$ cat src/pkg/bfp_regs.svh
`ifndef BFP_REGS_SVH
`define BFP_REGS_SVH

// APB register byte offsets
`define BFP_ADDR_CONTROL    12'h000
`define BFP_ADDR_STATUS     12'h004
`define BFP_ADDR_INT_STATUS 12'h008
`define BFP_ADDR_INT_ENABLE 12'h00C
`define BFP_ADDR_INT_CLEAR  12'h010

// CONTROL fields
`define BFP_CTRL_STANDBY_BIT 0
`define BFP_CTRL_RESET       32'h0000_0000

// STATUS fields
`define BFP_STAT_STATE_LSB   0
`define BFP_STAT_VALID_BIT   8
`define BFP_STAT_FORCED_CONTINUOUS_CONDUCTION_BIT    9
`define BFP_STAT_UPPER_BIT   10
`define BFP_STAT_FREQ_LSB    11
`define BFP_STAT_OUTPUT_IN_REGULATION_FLAG_BIT   13
`define BFP_STAT_CODE_LSB    16

// Interrupt bit positions, shared by status, enable and clear
`define BFP_INT_WIDTH        5
`define BFP_INT_UV_BIT       0
`define BFP_INT_OCL_BIT      1
`define BFP_INT_OT_BIT       2
`define BFP_INT_LOCKOUT_BIT  3
`define BFP_INT_OUTPUT_IN_REGULATION_FLAG_BIT    4
`define BFP_INT_RESET        5'h00

// Timing
`define BFP_CLK_PERIOD_NS    8
`define BFP_TICK_NS          1000
`define BFP_UV_WAIT_US       1000
`define BFP_HICCUP_US        7000
`define BFP_MODE_READ_US     144
`define BFP_PG_DEGLITCH_US   14

// Mode configuration
`define BFP_MODE_CODES       12
`define BFP_MODE_FORCED_CONTINUOUS_CONDUCTION_CODES  6

`endif

$ cat src/pkg/bfp_pkg.sv
package bfp_pkg;

   typedef enum logic [6:0] {
      ST_OFF        = 7'h01,
      ST_MODE_READ  = 7'h02,
      ST_SOFT_START = 7'h04,
      ST_RUN        = 7'h08,
      ST_UV_WAIT    = 7'h10,
      ST_HICCUP     = 7'h20,
      ST_THERMAL    = 7'h40
   } bfp_state_type;

   typedef enum logic [1:0] {
      FREQ_400K  = 2'h0,
      FREQ_800K  = 2'h1,
      FREQ_1200K = 2'h2
   } bfp_freq_type;

endpackage

$ cat src/design/bfp_pin_sync.sv
`timescale 1ns/1ps

module bfp_pin_sync #(
   parameter int W = 1
) (
   // Clock and reset
   input  wire logic         pclk,
   input  wire logic         presetn,
   // Asynchronous pins and filtered levels
   input  wire logic [W-1:0] pin_async,
   output logic      [W-1:0] pin_level
);

   logic [W-1:0] stage1_reg;
   logic [W-1:0] stage2_reg;
   logic [W-1:0] stage3_reg;
   wire  [W-1:0] agree = ~(stage2_reg ^ stage3_reg);
   wire  [W-1:0] level_next = (agree & stage2_reg) | (~agree & pin_level);

   // A change is taken only once the second and third stages agree
   always_ff @(posedge pclk or negedge presetn) begin
      if (!presetn) begin
         stage1_reg <= '0;
         stage2_reg <= '0;
         stage3_reg <= '0;
         pin_level  <= '0;
      end else begin
         stage1_reg <= pin_async;
         stage2_reg <= stage1_reg;
         stage3_reg <= stage2_reg;
         pin_level  <= level_next;
      end
   end

endmodule

$ cat src/design/bfp_sequencer.sv
//
// Behaviour
// - Valley current is compared with the selected limit only while low side conducts.
// - Above the limit, low side stays on and the next high-side pulse waits.
// - Feedback below 70% for 1 ms while present shuts switching down.
// - After undervoltage shutdown, stay off 7 ms, then restart automatically.
// - Current limit during soft start goes to hiccup at once, no wait.
// - Bias rail below lockout stops everything; resumes unlatched when it recovers.
// - Die overtemperature shuts off; recovery is automatic and unlatched.
// - Overtemperature at start-up blocks switching and mode capture until it clears.
// - Overtemperature after start-up stops switching, resets soft start, discharges output.
// - Recovery from overtemperature restarts with the held mode, no new sampling.
// - Discharge switch on for overvoltage, undervoltage, thermal, lockout, enable low.
// - Forced-continuous mode switches every cycle and never skips pulses.
// - Pulse-skip mode turns low side off at zero valley current, skipping pulses.
// - Mode sampled once at start-up from twelve codes; held until power cycle.
// - Mode read takes 144 us after lockout clears, before soft start.
// - Power good released after 14 us in 93..108% window; low otherwise.
//
`timescale 1ns/1ps
`include "bfp_regs.svh"

module bfp_sequencer #(
   parameter int TICK_CYCLES     = `BFP_TICK_NS / `BFP_CLK_PERIOD_NS,
   parameter int UV_WAIT_TICKS   = `BFP_UV_WAIT_US * 1000 / `BFP_TICK_NS,
   parameter int HICCUP_TICKS    = `BFP_HICCUP_US * 1000 / `BFP_TICK_NS,
   parameter int MODE_READ_TICKS = `BFP_MODE_READ_US * 1000 / `BFP_TICK_NS,
   parameter int PG_TICKS        = `BFP_PG_DEGLITCH_US * 1000 / `BFP_TICK_NS,
   parameter int TIMER_W         = 13,
   parameter int TICK_W          = 8,
   parameter int PG_W            = 5
) (
   // Clock and reset
   input  wire logic        pclk,
   input  wire logic        presetn,
   // APB slave
   input  wire logic        psel,
   input  wire logic        penable,
   input  wire logic        pwrite,
   input  wire logic [11:0] paddr,
   input  wire logic [31:0] pwdata,
   output logic      [31:0] prdata,
   output logic             pready,
   output logic             pslverr,
   // Comparator and pin inputs
   input  wire logic        current_limit_lower_trip,
   input  wire logic        current_limit_upper_trip,
   input  wire logic        feedback_sense_below_uv,
   input  wire logic        feedback_sense_above_ov,
   input  wire logic        feedback_sense_in_window,
   input  wire logic        internal_bias_rail_ok,
   input  wire logic        die_overtemp_flag,
   input  wire logic        enable_pin,
   input  wire logic        inductor_zero_cross,
   input  wire logic        pwm_demand,
   input  wire logic        soft_start_done,
   input  wire logic [3:0]  mode_code,
   // Power stage controls
   output logic             high_side_on,
   output logic             low_side_on,
   output logic             soft_start_reset,
   output logic             discharge_on,
   output logic [1:0]       freq_select,
   // Open-drain power good
   output logic             output_in_regulation_flag_out,
   output logic             output_in_regulation_flag_oe_n,
   // Interrupt
   output logic             irq
);

   localparam int NSYNC = 15;

   // Returns {forced_continuous_conduction, upper limit, freq[1:0]}; unused codes fall back to code 0
   function automatic logic [3:0] decode_mode(input logic [3:0] code);
      logic [3:0] idx;
      idx = 4'h0;
      if (code < 4'(`BFP_MODE_FORCED_CONTINUOUS_CONDUCTION_CODES)) begin
         idx = code;
      end else if (code < 4'(`BFP_MODE_CODES)) begin
         idx = code - 4'(`BFP_MODE_FORCED_CONTINUOUS_CONDUCTION_CODES);
      end
      decode_mode = {code < 4'(`BFP_MODE_FORCED_CONTINUOUS_CONDUCTION_CODES) || code >= 4'(`BFP_MODE_CODES),
                     idx[0], idx[2:1]};
   endfunction

   // Synchronised pins
   logic [NSYNC-1:0] pins;
   bfp_pin_sync #(.W(NSYNC)) i_bfp_pin_sync (
      .pclk      (pclk),
      .presetn   (presetn),
      .pin_async ({mode_code, soft_start_done, pwm_demand, inductor_zero_cross,
                   enable_pin, die_overtemp_flag, internal_bias_rail_ok,
                   feedback_sense_in_window, feedback_sense_above_ov,
                   feedback_sense_below_uv, current_limit_upper_trip,
                   current_limit_lower_trip}),
      .pin_level (pins)
   );

   wire       lim_lower  = pins[0];
   wire       lim_upper  = pins[1];
   wire       fb_uv      = pins[2];
   wire       fb_ov      = pins[3];
   wire       fb_window  = pins[4];
   wire       bias_ok    = pins[5];
   wire       overtemp   = pins[6];
   wire       enable_s   = pins[7];
   wire       zero_cross = pins[8];
   wire       demand     = pins[9];
   wire       ss_done    = pins[10];
   wire [3:0] code_s     = pins[14:11];

   // State
   bfp_pkg::bfp_state_type state_reg;
   bfp_pkg::bfp_state_type state_next;
   logic [TIMER_W-1:0]     timer_reg;
   logic [TICK_W-1:0]      tick_cnt_reg;
   logic                   tick_reg;
   logic                   mode_valid_reg;
   logic [3:0]             mode_fields_reg;
   logic [3:0]             code_latched_reg;
   logic [PG_W-1:0]        pg_cnt_reg;
   logic                   standby_reg;
   logic [`BFP_INT_WIDTH-1:0] int_status_reg;
   logic [`BFP_INT_WIDTH-1:0] int_enable_reg;
   logic                   valley_trip_prev_reg;
   logic                   bias_ok_prev_reg;

   // Oscillator tick divider
   wire tick_wrap = tick_cnt_reg == TICK_W'(TICK_CYCLES - 1);
   always_ff @(posedge pclk or negedge presetn) begin
      if (!presetn) begin
         tick_cnt_reg <= '0;
         tick_reg     <= 1'b0;
      end else begin
         tick_cnt_reg <= tick_wrap ? '0 : tick_cnt_reg + TICK_W'(1);
         tick_reg     <= tick_wrap;
      end
   end

   // Interval timer on oscillator ticks; cleared on each state change
   wire uv_expired   = tick_reg && timer_reg == TIMER_W'(UV_WAIT_TICKS - 1);
   wire hic_expired  = tick_reg && timer_reg == TIMER_W'(HICCUP_TICKS - 1);
   wire read_expired = tick_reg && timer_reg == TIMER_W'(MODE_READ_TICKS - 1);

   wire forced_continuous_conduction_mode   = mode_fields_reg[3];
   wire upper_sel   = mode_fields_reg[2];
   wire limit_trip  = upper_sel ? lim_upper : lim_lower;
   wire valley_trip = low_side_on & limit_trip;
   wire stop_all    = !bias_ok || !enable_s || standby_reg;

   always_comb begin
      state_next = state_reg;
      if (stop_all) begin
         state_next = bfp_pkg::ST_OFF;
      end else if (overtemp && state_reg != bfp_pkg::ST_OFF &&
                   state_reg != bfp_pkg::ST_MODE_READ) begin
         state_next = bfp_pkg::ST_THERMAL;
      end else begin
         case (state_reg)
            bfp_pkg::ST_OFF:
               state_next = mode_valid_reg ? bfp_pkg::ST_SOFT_START : bfp_pkg::ST_MODE_READ;
            bfp_pkg::ST_MODE_READ:
               if (read_expired && !overtemp) begin
                  state_next = bfp_pkg::ST_SOFT_START;
               end
            bfp_pkg::ST_SOFT_START:
               if (valley_trip) begin
                  state_next = bfp_pkg::ST_HICCUP;
               end else if (ss_done) begin
                  state_next = bfp_pkg::ST_RUN;
               end
            bfp_pkg::ST_RUN:
               if (fb_uv) begin
                  state_next = bfp_pkg::ST_UV_WAIT;
               end
            bfp_pkg::ST_UV_WAIT:
               if (!fb_uv) begin
                  state_next = bfp_pkg::ST_RUN;
               end else if (uv_expired) begin
                  state_next = bfp_pkg::ST_HICCUP;
               end
            bfp_pkg::ST_HICCUP:
               if (hic_expired) begin
                  state_next = bfp_pkg::ST_SOFT_START;
               end
            bfp_pkg::ST_THERMAL:
               if (!overtemp) begin
                  state_next = mode_valid_reg ? bfp_pkg::ST_SOFT_START
                                              : bfp_pkg::ST_MODE_READ;
               end
            default:
               state_next = bfp_pkg::ST_OFF;
         endcase
      end
   end

   // Overtemperature during mode read holds the read timer at zero
   wire timer_clear = state_next != state_reg ||
                      (state_reg == bfp_pkg::ST_MODE_READ && overtemp);
   wire capture     = state_reg == bfp_pkg::ST_MODE_READ &&
                      state_next == bfp_pkg::ST_SOFT_START && !mode_valid_reg;

   always_ff @(posedge pclk or negedge presetn) begin
      if (!presetn) begin
         state_reg <= bfp_pkg::ST_OFF;
         timer_reg <= '0;
      end else begin
         state_reg <= state_next;
         if (timer_clear) begin
            timer_reg <= '0;
         end else if (tick_reg) begin
            timer_reg <= timer_reg + TIMER_W'(1);
         end
      end
   end

   // Mode capture survives standby, lockout and thermal; only presetn clears it
   always_ff @(posedge pclk or negedge presetn) begin
      if (!presetn) begin
         mode_valid_reg   <= 1'b0;
         mode_fields_reg  <= 4'h0;
         code_latched_reg <= 4'h0;
      end else if (capture) begin
         mode_valid_reg   <= 1'b1;
         mode_fields_reg  <= decode_mode(code_s);
         code_latched_reg <= code_s;
      end
   end

   // Gate control
   wire switching = state_reg == bfp_pkg::ST_SOFT_START || state_reg == bfp_pkg::ST_RUN ||
                    state_reg == bfp_pkg::ST_UV_WAIT;
   wire hs_next   = switching && demand && !valley_trip;
   // Pulse-skip lets the low side open at zero current; forced-continuous never does
   wire ls_next   = switching && !hs_next &&
                    (valley_trip || forced_continuous_conduction_mode || !zero_cross);
   wire dis_next  = fb_ov || !bias_ok || !enable_s || standby_reg ||
                    state_reg == bfp_pkg::ST_HICCUP ||
                    state_reg == bfp_pkg::ST_THERMAL;

   // Power good deglitch
   wire pg_ok      = state_reg == bfp_pkg::ST_RUN && fb_window && !fb_uv && !fb_ov;
   wire pg_release = pg_cnt_reg == PG_W'(PG_TICKS);

   always_ff @(posedge pclk or negedge presetn) begin
      if (!presetn) begin
         high_side_on     <= 1'b0;
         low_side_on      <= 1'b0;
         soft_start_reset <= 1'b1;
         discharge_on     <= 1'b1;
         freq_select      <= 2'h0;
         pg_cnt_reg       <= '0;
         output_in_regulation_flag_out  <= 1'b0;
         output_in_regulation_flag_oe_n <= 1'b0;
      end else begin
         high_side_on     <= hs_next;
         low_side_on      <= ls_next;
         soft_start_reset <= !switching;
         discharge_on     <= dis_next;
         freq_select      <= mode_fields_reg[1:0];
         if (!pg_ok) begin
            pg_cnt_reg <= '0;
         end else if (tick_reg && !pg_release) begin
            pg_cnt_reg <= pg_cnt_reg + PG_W'(1);
         end
         output_in_regulation_flag_out  <= 1'b0;
         output_in_regulation_flag_oe_n <= pg_ok && pg_release;
      end
   end

   // Events
   logic [`BFP_INT_WIDTH-1:0] events;
   always_comb begin
      events = '0;
      events[`BFP_INT_UV_BIT]      = state_next == bfp_pkg::ST_HICCUP &&
                                     state_reg != bfp_pkg::ST_HICCUP;
      events[`BFP_INT_OCL_BIT]     = valley_trip && !valley_trip_prev_reg;
      events[`BFP_INT_OT_BIT]      = state_next == bfp_pkg::ST_THERMAL &&
                                     state_reg != bfp_pkg::ST_THERMAL;
      events[`BFP_INT_LOCKOUT_BIT] = bias_ok_prev_reg && !bias_ok;
      events[`BFP_INT_OUTPUT_IN_REGULATION_FLAG_BIT]   = pg_ok && pg_release && !output_in_regulation_flag_oe_n;
   end

   // APB decode; pready rises in the access phase, giving one access cycle
   wire access    = psel && penable && pready;
   wire sel_ctrl  = paddr == `BFP_ADDR_CONTROL;
   wire sel_stat  = paddr == `BFP_ADDR_STATUS;
   wire sel_ists  = paddr == `BFP_ADDR_INT_STATUS;
   wire sel_ien   = paddr == `BFP_ADDR_INT_ENABLE;
   wire sel_iclr  = paddr == `BFP_ADDR_INT_CLEAR;
   wire mapped    = sel_ctrl || sel_stat || sel_ists || sel_ien || sel_iclr;
   wire wr_ctrl   = access && pwrite && sel_ctrl;
   wire wr_ien    = access && pwrite && sel_ien;
   wire [`BFP_INT_WIDTH-1:0] clr_mask =
      (access && pwrite && sel_iclr) ? pwdata[`BFP_INT_WIDTH-1:0] : '0;

   wire [31:0] status_word =
      (32'(state_reg) << `BFP_STAT_STATE_LSB) |
      (32'(mode_valid_reg) << `BFP_STAT_VALID_BIT) |
      (32'(forced_continuous_conduction_mode) << `BFP_STAT_FORCED_CONTINUOUS_CONDUCTION_BIT) |
      (32'(upper_sel) << `BFP_STAT_UPPER_BIT) |
      (32'(mode_fields_reg[1:0]) << `BFP_STAT_FREQ_LSB) |
      (32'(output_in_regulation_flag_oe_n) << `BFP_STAT_OUTPUT_IN_REGULATION_FLAG_BIT) |
      (32'(code_latched_reg) << `BFP_STAT_CODE_LSB);
   wire [31:0] read_word =
      sel_ctrl ? (32'(standby_reg) << `BFP_CTRL_STANDBY_BIT) :
      sel_stat ? status_word :
      sel_ists ? 32'(int_status_reg) :
      sel_ien  ? 32'(int_enable_reg) : 32'h0000_0000;

   always_ff @(posedge pclk or negedge presetn) begin
      if (!presetn) begin
         pready  <= 1'b0;
         pslverr <= 1'b0;
         prdata  <= 32'h0000_0000;
      end else begin
         pready  <= psel && !penable;
         pslverr <= psel && !penable && !mapped;
         prdata  <= (psel && !penable && !pwrite) ? read_word : 32'h0000_0000;
      end
   end

   // Set wins over a clear that lands in the same cycle
   always_ff @(posedge pclk or negedge presetn) begin
      if (!presetn) begin
         standby_reg          <= 1'(`BFP_CTRL_RESET);
         int_status_reg       <= `BFP_INT_RESET;
         int_enable_reg       <= `BFP_INT_RESET;
         valley_trip_prev_reg <= 1'b0;
         bias_ok_prev_reg     <= 1'b0;
         irq                  <= 1'b0;
      end else begin
         if (wr_ctrl) begin
            standby_reg <= pwdata[`BFP_CTRL_STANDBY_BIT];
         end
         if (wr_ien) begin
            int_enable_reg <= pwdata[`BFP_INT_WIDTH-1:0];
         end
         int_status_reg       <= (int_status_reg & ~clr_mask) | events;
         valley_trip_prev_reg <= valley_trip;
         bias_ok_prev_reg     <= bias_ok;
         irq                  <= |(int_status_reg & int_enable_reg);
      end
   end

endmodule

$ cat config.mk
export PLATFORM = sky130hd
export DESIGN_NAME = bfp_sequencer
export DESIGN_NICKNAME = d
export VERILOG_FILES = /design/src/pkg/bfp_pkg.sv /design/src/design/bfp_pin_sync.sv /design/src/design/bfp_sequencer.sv
export VERILOG_INCLUDE_DIRS = /design/src /design/src/pkg
export SDC_FILE = /design/constraint.sdc
export NUM_CORES = 1
export LEC_CHECK = 0
export BUFFER_PORTS_ARGS = -buffer_cell sky130_fd_sc_hd__buf_4
export CAP_MARGIN = 20
export CORE_ASPECT_RATIO = 1.75
export CORE_UTILIZATION = 55
export CTS_BUF_LIST = sky130_fd_sc_hd__clkbuf_8 sky130_fd_sc_hd__clkbuf_16
export DETAILED_ROUTE_END_ITERATION = 16
export PLACE_DENSITY = 0.76
export SLEW_MARGIN = 5
export SYNTH_ARGS = -nofsm -noshare
export SYNTH_HDL_FRONTEND = slang
export SYNTH_SLANG_ARGS = --single-unit
$ cat constraint.sdc
create_clock -name pclk -period 6.9 [get_ports pclk]
set_clock_uncertainty 0.05 [all_clocks]
set_input_delay 0.69 -clock pclk [delete_from_list [all_inputs] [get_ports pclk]]
set_output_delay 0.69 -clock pclk [all_outputs]
set_load 0.03 [all_outputs]
==> results.json, run 1 <==
{
  "cts-resized-gates": 0,
  "grt_pass1_wl_um": 18900,
  "dp_cells": 681,
  "drive_gt1_share_pct": 25.0,
  "pwr_density_cell_nw_per_um2": 272,
  "grt_setup_unrepaired": "no",
  "hp-class": "primary input to async pin",
  "clk_pin_slew_ns": 0.06,
  "io_buffers": 63,
  "drc": 0,
  "areaGrowthSynthToFinish_pct": 16.9,
  "syn_area_um2": 6120,
  "synth_commonest_cells": "dfrtp_1 (140), nand2_1 (38), nor2_1 (32)",
  "instances_no_fill": 713,
  "crit_type": "flip-flop to flip-flop",
  "firstDrtPassIters": 4,
  "outcome": "completed",
  "p_seq_share_pct": 45.7,
  "met2_length_um": 6050,
  "hold_viol_final": 0,
  "die_area_um2": 11600,
  "ys_types": 69,
  "fill_cells": 807,
  "wl_met1_um": 4450,
  "grt-ovfl-total": 0,
  "htreeDepth": 4,
  "syn_inst": 505,
  "num_rows": 50,
  "worst_pin_slew_ns": 1.02,
  "place_area_um2": 6550,
  "async_flop_share_pct": 100,
  "slew_violations": 0,
  "ys.flop_type": "dfrtp_1",
  "core_area_um2": 10800,
  "root_buffer": "clkbuf_16",
  "comb_power_share_pct": 6.9,
  "clkLatencyLatePin_ns": 0.42,
  "cp_max_fo": 15,
  "wl_met3_um": 493,
  "dpl.hpwl_um": 7800,
  "tns_ns": 0,
  "cts_sinks": 143,
  "die_h_um": 142,
  "relSlewSlack_pct": 31.8,
  "switching_share_pct": 24.6,
  "ctsLongestPathBuffers": 2,
  "switching_power_mw": 0.478,
  "design_area_um2": 7150,
  "synthTopCellsByArea": "dfrtp_1 (57%), mux2_2 (2.6%), maj3_1 (2.5%), nand2_1 (2.3%), xnor2_1 (2.3%)",
  "clockPowerShare_pct": 47.4,
  "vias": 3933,
  "seq_area_frac_synth_pct": 58.6,
  "die_width_um": 81.7,
  "p_leak_nw": 3.36,
  "io_pins": 107,
  "wl_per_cell_um": 15.9,
  "max_freq_mhz": 292,
  "dp_slack_ns": 3.56,
  "synth-seq-cells": 143,
  "cts_setup_buffers": 0,
  "vias_per_cell": 5.52,
  "grt_pass1_vias": 3959,
  "grt_max_degree": 74,
  "start_util_pct": 56.8,
  "synth_top_area_share_pct": 57.3,
  "n_antenna_cell": 0,
  "yosysWarnings": 0,
  "synth_edf_count": 0,
  "routed_wl_um": 11400,
  "cts-buffers-inserted": 17,
  "power_mw": 1.95,
  "setup_viol": 0,
  "fin_crit_sh_pct": 49.6,
  "fin_crit_ns": 3.42,
  "hold_buffers": 0,
  "start_kind": "flip-flop",
  "ant_nets": 0,
  "grt_usage_pct": 22.0,
  "avgSynthCellArea_um2": 12.1,
  "antenna_found_initial": 0,
  "intPower_mw": 1.47,
  "crit_arrival_ns": 3.69,
  "gp_congestion": 0.911,
  "layout.nets": 640,
  "drt_iter0_drc": 263,
  "crit_path_end_kind": "flip-flop",
  "ir_worst_vdd_v": 0.000240,
  "highest_layer": "met4",
  "cts_tree": "done",
  "fin_ws_ns": 3.48,
  "yosys.area.top_type": "dfrtp_1",
  "critPathRequiredTime_ns": 7.17,
  "maxCapViolations": 0,
  "synth.most_common_cell": "dfrtp_1"
}
## worst max-delay path, cell delays in order, from the launching register on
cell,delay [ns]
dfrtp_1,0.57
or4_4,0.64
nor4b_2,0.43
a22oi_1,0.20
a211o_1,0.38
a221oi_2,0.42
o2bb2ai_2,0.30
nor4b_2,0.32
## cell families after synthesis
| logic type | Yosys count | share of synthesized area [%] |
|---|---|---|
| compound gates | 62 | 6.89 |
| xor+xnor | 29 | 4.15 |
| fa+ha+maj | 21 | 3.68 |
| buf+inv | 53 | 5.71 |
| flops | 143 | 58.6 |
| mux | 17 | 3.27 |
| other cells | 1 | 0.0613 |
| simple gates | 179 | 17.7 |
## placed cells by master, fill, tap and decap left out, drive strengths merged, types with 2 or more instances in the layout
master	Yosys	routed
dfrtp	140	140
buf	18	64
nand2	38	38
nor2	33	33
inv	20	29
o21ai	24	24
clkbuf	14	18
nor3	18	18
xnor2	16	16
conb	1	16
and2	15	15
maj3	15	15
mux2	14	14
xor2	13	13
nand3	12	12
nor4	9	9
nand2b	8	8
a21oi	8	8
nand4	8	8
and3	8	8
a22oi	6	6
ha	6	6
nand3b	4	4
a211oi	4	4
nor2b	4	4
or4	4	4
nor4b	4	4
a21o	3	3
a31oi	3	3
and4	3	3
dfstp	3	3
clkinv	0	3
or3b	2	2
o2bb2ai	2	2
mux2i	2	2
bufinv	0	2
or4b	2	2
a221oi	2	2
## area by class of cell
class / count / area (µm²) / share of cell area, %
flip-flops and latches: 143 / 3580 / 50.1
multi-input cells: 324 / 2240 / 31.4
repair buffers: 64 / 484 / 6.77
clock buffers: 18 / 439 / 6.14
clock inverters: 14 / 166 / 2.33
well taps: 130 / 163 / 2.27
inverters: 20 / 75.1 / 1.05
## power by group through the flow
stage / Sequential [mW] / Clock (mW) / Combinational, mW
finish: 0.891 / 0.923 / 0.135
floorplan: 0.894 / 0 / 0.106
global route: 0.895 / 0.978 / 0.149
global placement: 0.903 / 0 / 0.133
detailed placement: 0.905 / 0 / 0.136
CTS: 0.890 / 0.944 / 0.136
## per-stage QoR
step / hold slack, ns / utilization (%)
3_5_place_dp: 0.285 / 60.8
4_1_cts: 0.239 / 66.5
3_3_place_gp: 0.283 / 60.8
2_1_floorplan: 0.281 / -
5_1_grt: 0.269 / 66.5
6_report: 0.221 / 66.5
## final timing paths
| path | start | endpoint | cells past startpoint | slack, ns |
|---|---|---|---|---|
| max | state_reg[1]$_DFF_PN0_ | timer_reg[1]$_DFFE_PN0P_ | 7 | 3.48 |
| min | presetn | int_status_reg[3]$_DFF_PN0_ | 1 | 0.22 |
| max reg2reg | state_reg[1]$_DFF_PN0_ | timer_reg[1]$_DFFE_PN0P_ | 7 | 3.48 |
| min reg2reg | i_bfp_pin_sync.stage1_reg[6]$_DFF_PN0_ | i_bfp_pin_sync.stage2_reg[6]$_DFF_PN0_ | 0 | 0.30 |
| max in group asynchronous | presetn | tick_reg$_DFF_PN0_ | 2 | 5.27 |
| min in group pclk | i_bfp_pin_sync.stage1_reg[6]$_DFF_PN0_ | i_bfp_pin_sync.stage2_reg[6]$_DFF_PN0_ | 0 | 0.30 |
## per-layer routing
metal / global-route usage, % / vias to the layer above
met3: 5.72 / 24
met5: 0 / -
met1: 25.4 / 1939
li1: - / 1857
met2: 36.5 / 113
met4: 11.6 / 0
Power figures use the tool's default switching activity.
==> run 2, diff against run 1 <==
--- a/config.mk
+++ b/config.mk
@@ -9,10 +9,10 @@
 export BUFFER_PORTS_ARGS = -buffer_cell sky130_fd_sc_hd__buf_4
 export CAP_MARGIN = 20
 export CORE_ASPECT_RATIO = 1.75
-export CORE_UTILIZATION = 55
+export CORE_UTILIZATION = 50
 export CTS_BUF_LIST = sky130_fd_sc_hd__clkbuf_8 sky130_fd_sc_hd__clkbuf_16
 export DETAILED_ROUTE_END_ITERATION = 16
-export PLACE_DENSITY = 0.76
+export PLACE_DENSITY = 0.72
 export SLEW_MARGIN = 5
 export SYNTH_ARGS = -nofsm -noshare
 export SYNTH_HDL_FRONTEND = slang
==> constraint.sdc (replaced) <==
create_clock -name pclk -period 2.9 [get_ports pclk]
set_clock_uncertainty 0.05 [all_clocks]
set_input_delay 0.29 -clock pclk [delete_from_list [all_inputs] [get_ports pclk]]
set_output_delay 0.29 -clock pclk [all_outputs]
set_load 0.03 [all_outputs]
==> results.json, run 2 (synthesized netlist as in run 1, its figures left out) <==
{
  "layout.nets": 686,
  "grt_max_degree": 115,
  "n_antenna_cell": 0,
  "grt-ovfl-total": 0,
  "relSlewSlack_pct": 49.1,
  "tns_ns": 0,
  "crit_arrival_ns": 3.06,
  "hp-class": "primary input to flip-flop",
  "io_buffers": 63,
  "hold_viol_final": 0,
  "gp_congestion": 0.862,
  "grt_pass1_vias": 4343,
  "clk_pin_slew_ns": 0.06,
  "grt_usage_pct": 20.9,
  "cp_max_fo": 5,
  "cts_tree": "done",
  "worst_pin_slew_ns": 0.762,
  "pwr_density_cell_nw_per_um2": 624,
  "dpl.hpwl_um": 8380,
  "p_leak_nw": 3.62,
  "grt_pass1_wl_um": 20300,
  "place_area_um2": 6780,
  "layout_common_cells": "dfrtp_1 (140), buf_4 (90), nand2_1 (38), nor2_1 (32), o21ai_0 (23)",
  "die_width_um": 85.6,
  "ir_worst_vdd_v": 0.000516,
  "crit_type": "flip-flop to flip-flop",
  "maxCapViolations": 0,
  "worst_hold_slack_ns": 0.0797,
  "outcome": "completed",
  "areaGrowthSynthToFinish_pct": 25.6,
  "io_pins": 107,
  "max_freq_mhz": 356,
  "start_util_pct": 51.2,
  "die_area_um2": 12700,
  "start_kind": "flip-flop",
  "hp-start": "pwdata[0]",
  "critPathLaunch": "state_reg[4]$_DFF_PN0_",
  "wl_per_cell_um": 16.1,
  "layout_commonest_cell": "dfrtp_1",
  "cts-buffers-inserted": 17,
  "crit_path_end_kind": "flip-flop",
  "critPathRequiredTime_ns": 3.15,
  "fin_crit_ns": 2.81,
  "antenna_found_initial": 0,
  "design_area_um2": 7680,
  "drt_iter0_drc": 302,
  "setup_viol": 0,
  "root_buffer": "clkbuf_16",
  "slew_violations": 0,
  "die_h_um": 148,
  "drc": 0,
  "fin_crit_sh_pct": 96.8,
  "clkLatencyLatePin_ns": 0.41,
  "cts_sinks": 143,
  "core_area_um2": 11900,
  "firstDrtPassIters": 4,
  "drive_gt1_share_pct": 28.6,
  "num_rows": 53,
  "ant_nets": 0,
  "ctsLongestPathBuffers": 2,
  "vias": 4176,
  "htreeDepth": 4,
  "vias_per_cell": 5.45,
  "routed_wl_um": 12300,
  "reg2reg_from": "state_reg[4]$_DFF_PN0_"
}
## run 2: changes by cell type in the layout (fill, tap and decap cells not counted), moves of 2 or more
cell,change
buf_4,+27
clkinv_8,+3
dlygate4sd3_1,+16
inv_8,+3
buf_12,+2
inv_6,-3
## run 2: area by class of cell
class	count	area [µm²]
clock inverters	15	209
flip-flops and latches	143	3580
multi-input cells	324	2310
well taps	137	171
clock buffers	17	425
inverters	20	75.1
repair buffers	110	915
fillers	915	4250
## run 2: per-stage QoR
stage	setup WS (ns)	power, mW	utilization, %	std cells
floorplan	0.206	2.38	-	520
global placement	0.0185	2.51	56.8	715
detailed placement	-0.00417	2.52	56.8	715
CTS	0.00194	4.82	63.5	762
global route	-0.0107	4.97	64.4	766
finish	0.0937	4.79	64.4	766
## run 2: worst paths after layout
check                                                         end  slack [ns]  depth (start not counted)
hold / removal                            standby_reg$_DFFE_PN0P_        0.08                          2
max in group asynchronous                  state_reg[0]$_DFF_PN1_        1.84                          3
setup / recovery                        timer_reg[11]$_DFFE_PN0P_        0.09                          8
setup reg to reg                        timer_reg[11]$_DFFE_PN0P_        0.09                          8
min in group asynchronous                               async pin        0.21                          2
hold reg to reg            i_bfp_pin_sync.stage2_reg[1]$_DFF_PN0_        0.30                          0
## run 2: repair_timing
item                                    CTS  global route
resized for setup                         1             7
cloned                                    0             0
hold buffers                             15             1
hold endpoints to repair                 15            43
setup buffers                             0             2
pin swaps                                 0             7
endpoints found under the setup margin   10            12
## run 2: critical path, cell delays in order, from the launching register on
cell and delay, ns:
dfrtp_1 0.38, or4_4 0.54, or3_4 0.35, a21o_4 0.23
a211o_1 0.34, a221oi_4 0.35, buf_4 0.16, nor2_1 0.03
nor4bb_1 0.27
## run 2: layer usage
layer | vias to the layer above | track usage, % | wire length [µm]
met3 | 37 | 3.94 | 482
met1 | 2064 | 22.6 | 4600
met5 | - | 0 | 0
met4 | 0 | 13.4 | 494
met2 | 132 | 36.9 | 6730
li1 | 1943 | - | -
## run 2: report_power, final
part / total [mW] / internal (mW) / leakage (nW) / switching, mW
Clock: 2.27 / 1.33 / 0.311 / 0.942
Sequential: 2.10 / 2.06 / 1.80 / 0.0443
Combinational: 0.421 / 0.181 / 1.50 / 0.240
Total: 4.79 / 3.57 / 3.62 / 1.23
